--- src/shared/rddr_consts.vh ---
/*
 * Register offsets, write masks and reset values for the second reference
 * divider and reference delay register bank.
 * Assumes the serial control port decodes frames into byte-wide accesses.
 */
// What this block does
// bit 7 of the control register chooses division by the four select pins (0) or by the register words (1).
// bit 6 of the control register set limits the modulator to integer-only division, clear allows fractional.
// bit 5 of the control register clear holds the modulator in reset with clocks stopped, set lets it run.
// bit 4 of the control register at 0 powers down the first reference receiver only while the outside enable bit is 1.
// the fraction word is 20-bit two's complement with a reset value of 262144.
// the fraction word is bits 19..12 from 0x27, 11..4 from 0x28 and 3..0 from 0x29 bits 7..4.
// the integer divide value is bits 7..2 of 0x2A and resets to 8.
// software writes 0 to bit 7 of 0x2B whenever it programs that register, though it resets to 1.
// the 19-bit modulus is 0x2B bits 6..0, 0x2C and 0x2D bits 7..4, resetting to zero.
// bit 7 of first_ref_delay_high at 0 lets the device pick the first reference delay, at 1 the programmed word is used.
// the first reference delay word is first_ref_delay_high bits 6..0 then first_ref_delay_low bits 7..6, resetting to 0x100.
// bit 7 of second_ref_delay_high at 0 lets the device pick the second reference delay, at 1 the programmed word is used.
// the second reference delay word is second_ref_delay_high bits 6..0 then second_ref_delay_low bits 7..6, resetting to 0x100.
// unused bit positions read as zero and ignore writes.
`ifndef RDDR_CONSTS_VH
`define RDDR_CONSTS_VH

// ----------------------------------------------------------------------
// offsets
// ----------------------------------------------------------------------
`define RDDR_OFS_CTRL     8'h26
`define RDDR_OFS_FRAC_HI  8'h27
`define RDDR_OFS_FRAC_MID 8'h28
`define RDDR_OFS_FRAC_LO  8'h29
`define RDDR_OFS_INT      8'h2A
`define RDDR_OFS_MOD_HI   8'h2B
`define RDDR_OFS_MOD_MID  8'h2C
`define RDDR_OFS_MOD_LO   8'h2D
`define RDDR_OFS_DLY1_HI  8'h2E
`define RDDR_OFS_DLY1_LO  8'h2F
`define RDDR_OFS_DLY2_HI  8'h30
`define RDDR_OFS_DLY2_LO  8'h31
`define RDDR_NUM_REGS     12

// ----------------------------------------------------------------------
// control register fields and the delay override bit
// ----------------------------------------------------------------------
`define RDDR_CTRL_REG_DIV  7
`define RDDR_CTRL_INT_ONLY 6
`define RDDR_CTRL_SDM_RUN  5
`define RDDR_CTRL_RX1_ON   4
`define RDDR_DLY_OVR       7

// ----------------------------------------------------------------------
// writable bit masks
// ----------------------------------------------------------------------
`define RDDR_MSK_CTRL     8'hF0
`define RDDR_MSK_FULL     8'hFF
`define RDDR_MSK_NIBBLE   8'hF0
`define RDDR_MSK_INT      8'hFC
`define RDDR_MSK_DLY_LO   8'hC0

// ----------------------------------------------------------------------
// reset values
// ----------------------------------------------------------------------
`define RDDR_RST_CTRL     8'h30
`define RDDR_RST_FRAC_HI  8'h40
`define RDDR_RST_FRAC_MID 8'h00
`define RDDR_RST_FRAC_LO  8'h00
`define RDDR_RST_INT      8'h20
`define RDDR_RST_MOD_HI   8'h80
`define RDDR_RST_MOD_MID  8'h00
`define RDDR_RST_MOD_LO   8'h00
`define RDDR_RST_DLY_HI   8'h40
`define RDDR_RST_DLY_LO   8'h00

`endif

--- src/rddr_regs.v ---
/*
 * Register bank for the second reference fractional divider and the
 * programmable delays of both references, plus the derived control outputs.
 * Assumes the serial control port hands over byte accesses, one strobe each.
 */
`timescale 1ns/1ps
`include "rddr_consts.vh"

module rddr_regs #(
    parameter SEL_W = 4
) (
    mclk,
    sys_rst,
    reg_addr,
    reg_wdata,
    reg_wr,
    reg_rd,
    reg_rdata,
    reg_hit,
    second_ref_sel_pins,
    first_ref_rx_pd_ena,
    div_use_regs,
    div_pin_sel,
    sdm_int_only,
    sdm_reset,
    first_ref_rx_pd,
    second_ref_fraction,
    second_ref_integer_divide,
    second_ref_modulus,
    first_ref_dly_ovr,
    first_ref_dly,
    second_ref_dly_ovr,
    second_ref_dly
);
    input  wire             mclk;
    input  wire             sys_rst;
    input  wire [7:0]       reg_addr;
    input  wire [7:0]       reg_wdata;
    input  wire             reg_wr;
    input  wire             reg_rd;
    output reg  [7:0]       reg_rdata;
    output wire             reg_hit;
    input  wire [SEL_W-1:0] second_ref_sel_pins;
    input  wire             first_ref_rx_pd_ena;
    output wire             div_use_regs;
    output wire [SEL_W-1:0] div_pin_sel;
    output wire             sdm_int_only;
    output wire             sdm_reset;
    output wire             first_ref_rx_pd;
    output wire [19:0]      second_ref_fraction;
    output wire [5:0]       second_ref_integer_divide;
    output wire [18:0]      second_ref_modulus;
    output wire             first_ref_dly_ovr;
    output wire [8:0]       first_ref_dly;
    output wire             second_ref_dly_ovr;
    output wire [8:0]       second_ref_dly;

    // ------------------------------------------------------------------
    // decode helpers
    // ------------------------------------------------------------------
    function [7:0] rddr_mask;
        input [7:0] ofs;
        begin
            case (ofs)
                `RDDR_OFS_CTRL:     rddr_mask = `RDDR_MSK_CTRL;
                `RDDR_OFS_FRAC_HI:  rddr_mask = `RDDR_MSK_FULL;
                `RDDR_OFS_FRAC_MID: rddr_mask = `RDDR_MSK_FULL;
                `RDDR_OFS_FRAC_LO:  rddr_mask = `RDDR_MSK_NIBBLE;
                `RDDR_OFS_INT:      rddr_mask = `RDDR_MSK_INT;
                `RDDR_OFS_MOD_HI:   rddr_mask = `RDDR_MSK_FULL;
                `RDDR_OFS_MOD_MID:  rddr_mask = `RDDR_MSK_FULL;
                `RDDR_OFS_MOD_LO:   rddr_mask = `RDDR_MSK_NIBBLE;
                `RDDR_OFS_DLY1_HI:  rddr_mask = `RDDR_MSK_FULL;
                `RDDR_OFS_DLY1_LO:  rddr_mask = `RDDR_MSK_DLY_LO;
                `RDDR_OFS_DLY2_HI:  rddr_mask = `RDDR_MSK_FULL;
                `RDDR_OFS_DLY2_LO:  rddr_mask = `RDDR_MSK_DLY_LO;
                default:            rddr_mask = 8'h00;
            endcase
        end
    endfunction

    function [7:0] rddr_reset;
        input [7:0] ofs;
        begin
            case (ofs)
                `RDDR_OFS_CTRL:     rddr_reset = `RDDR_RST_CTRL;
                `RDDR_OFS_FRAC_HI:  rddr_reset = `RDDR_RST_FRAC_HI;
                `RDDR_OFS_FRAC_MID: rddr_reset = `RDDR_RST_FRAC_MID;
                `RDDR_OFS_FRAC_LO:  rddr_reset = `RDDR_RST_FRAC_LO;
                `RDDR_OFS_INT:      rddr_reset = `RDDR_RST_INT;
                `RDDR_OFS_MOD_HI:   rddr_reset = `RDDR_RST_MOD_HI;
                `RDDR_OFS_MOD_MID:  rddr_reset = `RDDR_RST_MOD_MID;
                `RDDR_OFS_MOD_LO:   rddr_reset = `RDDR_RST_MOD_LO;
                `RDDR_OFS_DLY1_HI:  rddr_reset = `RDDR_RST_DLY_HI;
                `RDDR_OFS_DLY1_LO:  rddr_reset = `RDDR_RST_DLY_LO;
                `RDDR_OFS_DLY2_HI:  rddr_reset = `RDDR_RST_DLY_HI;
                `RDDR_OFS_DLY2_LO:  rddr_reset = `RDDR_RST_DLY_LO;
                default:            rddr_reset = 8'h00;
            endcase
        end
    endfunction

    // ------------------------------------------------------------------
    // storage
    // ------------------------------------------------------------------
    wire [7:0] bank_r [0:`RDDR_NUM_REGS-1];
    wire [7:0] rd_mask;

    assign rd_mask = rddr_mask(reg_addr);
    assign reg_hit = (rd_mask != 8'h00);

    genvar gi;
    generate
        for (gi = 0; gi < `RDDR_NUM_REGS; gi = gi + 1) begin : g_reg
            localparam integer OFS_I = `RDDR_OFS_CTRL + gi;
            localparam [7:0]   OFS   = OFS_I[7:0];
            localparam [7:0] MSK = rddr_mask(OFS);
            localparam [7:0] RST = rddr_reset(OFS);
            reg [7:0] val_r;
            always @(posedge mclk) begin
                if (sys_rst) begin
                    val_r <= RST;
                end else if (reg_wr && (reg_addr == OFS)) begin
                    val_r <= reg_wdata & MSK;
                end
            end
            assign bank_r[gi] = val_r;
        end
    endgenerate

    // ------------------------------------------------------------------
    // read back
    // ------------------------------------------------------------------
    wire [7:0] rd_idx;
    assign rd_idx = reg_addr - `RDDR_OFS_CTRL;

    always @(posedge mclk) begin
        if (sys_rst) begin
            reg_rdata <= 8'h00;
        end else if (reg_rd) begin
            if (reg_hit) begin
                reg_rdata <= bank_r[rd_idx[3:0]] & rd_mask;
            end else begin
                reg_rdata <= 8'h00;
            end
        end
    end

    // ------------------------------------------------------------------
    // control fields
    // ------------------------------------------------------------------
    wire [7:0] ctrl;
    assign ctrl = bank_r[0];

    assign div_use_regs    = ctrl[`RDDR_CTRL_REG_DIV];
    assign div_pin_sel     = second_ref_sel_pins;
    assign sdm_int_only    = ctrl[`RDDR_CTRL_INT_ONLY];
    assign sdm_reset       = ~ctrl[`RDDR_CTRL_SDM_RUN];
    assign first_ref_rx_pd = first_ref_rx_pd_ena & ~ctrl[`RDDR_CTRL_RX1_ON];

    // ------------------------------------------------------------------
    // divider words
    // ------------------------------------------------------------------
    assign second_ref_fraction = {bank_r[1], bank_r[2], bank_r[3][7:4]};
    assign second_ref_integer_divide = bank_r[4][7:2];
    assign second_ref_modulus = {bank_r[5][6:0], bank_r[6], bank_r[7][7:4]};

    // ------------------------------------------------------------------
    // delay words
    // ------------------------------------------------------------------
    assign first_ref_dly_ovr  = bank_r[8][`RDDR_DLY_OVR];
    assign first_ref_dly      = {bank_r[8][6:0], bank_r[9][7:6]};
    assign second_ref_dly_ovr = bank_r[10][`RDDR_DLY_OVR];
    assign second_ref_dly     = {bank_r[10][6:0], bank_r[11][7:6]};

endmodule

--- config.mk ---
export PLATFORM = sky130hd
export DESIGN_NAME = rddr_regs
export DESIGN_NICKNAME = d
export VERILOG_FILES = /design/src/rddr_regs.v
export VERILOG_INCLUDE_DIRS = /design/src /design/src/shared
export SDC_FILE = /design/constraint.sdc
export NUM_CORES = 1
export LEC_CHECK = 0
export BUFFER_PORTS_ARGS = -buffer_cell sky130_fd_sc_hd__buf_2
export CAP_MARGIN = 0
export CORE_ASPECT_RATIO = 1.2
export CORE_MARGIN = 3
export CORE_UTILIZATION = 52
export CTS_CLUSTER_DIAMETER = 60
export DETAILED_ROUTE_END_ITERATION = 6
export PLACE_DENSITY = 0.78
export SLEW_MARGIN = 15
export SYNTH_ARGS = -nofsm -noshare
export SYNTH_HDL_FRONTEND = slang
export SYNTH_SLANG_ARGS = --single-unit
--- constraint.sdc ---
create_clock -name mclk -period 1.95 [get_ports mclk]
set_input_delay 0.0975 -clock mclk [delete_from_list [all_inputs] [get_ports mclk]]
set_output_delay 0.0975 -clock mclk [all_outputs]
set_load 0.005 [all_outputs]
==> metrics.txt <==
status=finished clean; TritonCTS buffer count=9; GRT overflow=0; final setup vio count=0; # Post-CTS Setup Buffers=0; RSZ-0062 raised after global routing=false; slew margin rel.=59.87%; vias per cell=~5.7; GP Congestion=between 0.8 and 0.9; nets@finish=504; Crit. End Element=flip-flop; Iter 0 DRT Violations=between 200 and 250; CTS max path bufs=2; met1 Track Usage GR=between 30% and 40%; largest net degree at the start of global routing=between 40 and 50; worst hold margin=between 0.07 and 0.08 ns; Synth Register Bits=78; DRT antenna net count=0; cell row count=33; Power, Total=between 3000 and 4000 µW; WL final=between 10000 and 15000 µm; cts-stage hold buffer count=0; antenna violations before repair=0; max frequency=around 620 MHz; pwr/cell area=around 680 nW/µm²; fin cells=569; placed cells=between 500 and 600; HP Class=in2reg; Die Height=~100 µm; overall via count from detail_route=between 3000 and 4000; CTS sink cnt=78; I/O Buffers=98; ant diodes=0; footprint of the multi-input gates=about 2000 µm²; layout overhead on the synthesized area=19.04%; top_reg_cell synth=dfxtp_1; first-pass GRT wire length=between 15000 and 20000 µm; FFs w/ async S/R, synth=0%; TNS Setup=0 ns; Worst EP required=roughly 2.2 ns; vias in the first global route=between 3000 and 4000; layout cells sized above 1=approximately a third; startpoint types=flip-flop; P_leak=0.002339 µW; total core area=about 7000 µm²; flop-to-flop setup slack=between 0.3 and 0.4 ns; htree depth=3; max_cap viols=0; Initial Util=between 50% and 60%; met3 usage=4.598%; most used routing layer=met2; Worst-path clk slew=~0.08 ns; CP Data Arrival Time=roughly 1.9 ns; Mapped Nets=roughly 420; GR Layer Usage met2=39.42%; commonest non-fill, non-tap cell in the layout=buf_2; number of library cell types mapped by synthesis=52; Peak VDD IR=between 0.0004 and 0.0005 V; top cell type's share of synthesized area=between 40 and 50%; Final HPWL DP=roughly 7200 µm; Mapped Area=about 3800 µm²; period utilization=82.88%; Reg area=around 1600 µm²; synth top area cells=dfxtp_1, mux2i_1, nor2_1, mux4_2, buf_4; Skew-Pair Late Insertion Delay=between 0.3 and 0.4 ns; Critical Path Fanout Max=4; Worst Setup Path Type=reg2reg; Ports=107; sequential element share of the synthesized area=around 40%; number of flops mapped to enable cells by yosys=0; Root Driver=clkbuf_8; Avg Inst Size Synth=between 9 and 10 µm²; worst setup path start=g_reg[5].val_r[6]; wire per inst=roughly 18 µm; commonest cells after routing, fill and taps aside=buf_2, mux2i_1, dfxtp_1, nor2_1, buf_4; Finished Core Util=around two thirds; Tot GR Track Use=approximately a quarter; die width=~84 µm; Final Hold Vio Count=0; Yosys top cell by area=dfxtp_1; Syn Inst Count=roughly 390; Resize count post-CTS=0; Reg2Reg Launch Point=g_reg[5].val_r[6]; DRC Markers=0; actual slew at the worst max-slew pin=about 0.60 ns; Die ar.=approximately 8500 µm²; Yosys Warn Count=0; hold path startpoint=reg_wdata[0]; Max Clock Skew=between 0.01 and 0.015 ns; Fill cells=around 610; Pins Over Slew Limit=0; min cycle time layout=~1.6 ns; Pre-antenna DRT Iters=4; CTS tree=built
==> layer usage <==
metal	up-vias	part of all wire, %
met5	-	0
met4	0	2.8
met3	20	6.2
met2	125	48
met1	1559	43
li1	1548	-
==> report_power, final <==
| part | leakage (µW) | total [µW] | switching (µW) | internal [µW] |
|---|---|---|---|---|
| Clock | 0.000104 | 1250 | 561 | 687 |
| Sequential | 0.000628 | 1600 | 1.78 | 1590 |
| Combinational | 0.00161 | 263 | 165 | 97.7 |
==> sequential cells by signal, indices dropped and copies added (netlist names) <==
| signal | flops |
|---|---|
| ctrl | 4 |
| g.val_r | 66 |
| reg_rdata | 8 |
==> metrics by stage <==
step / worst slack, ns / cell area, µm²
6_report: 0.3337 / 4577
5_1_grt: 0.2855 / 4577
4_1_cts: 0.3463 / 4577
3_5_place_dp: 0.09374 / 4369
3_3_place_gp: 0.1433 / 4369
2_1_floorplan: 0.1597 / 3845
==> area by class of cell <==
type                       instances  share of cell area [%]
inverter                           8                  0.6561
tap                               87                   2.378
sequential                        78                   34.12
multi-input combinational        264                   44.20
timing repair buffer             117                   14.11
clock buffer                      12                   3.609
clock inverter                     3                  0.9295
==> path summary, 6_finish.rpt <==
kind | to | depth (start not counted)
hold reg to reg | reg_rdata[1] | 2
hold / removal | g_reg[10].val_r[0] | 3
setup / recovery | reg_rdata[6] | 3
setup reg to reg | reg_rdata[6] | 3
==> worst max-delay path, stage by stage, from the launching register on <==
cell and delay [ns]:
dfxtp_1 0.35, mux4_2 0.47, a2111o_1 0.42, a32o_1 0.26
==> logic make-up after synthesis <==
kind of cell | synth area share, %
mux | 25.84
simple gates | 17.73
xor+xnor | 0.4557
buf+inv | 6.768
flops | 40.61
compound gates | 8.266
fa+ha+maj | 0.3254
==> synthesized netlist by cell type (all sizes together) (3+ instances only) <==
| library cell | count |
|---|---|
| mux2i | 79 |
| dfxtp | 78 |
| nor2 | 73 |
| buf | 22 |
| clkbuf | 19 |
| nand2 | 12 |
| mux4 | 9 |
| a21oi | 8 |
| inv | 8 |
| a211o | 7 |
| nand3 | 6 |
| nand4 | 5 |
| nor2b | 5 |
| o21ai | 5 |
| and2 | 4 |
| and3b | 4 |
| a22o | 3 |
| a2bb2oi | 3 |
| and3 | 3 |
| nor3 | 3 |
| o2bb2ai | 3 |
(Power assumes the default switching activity.)
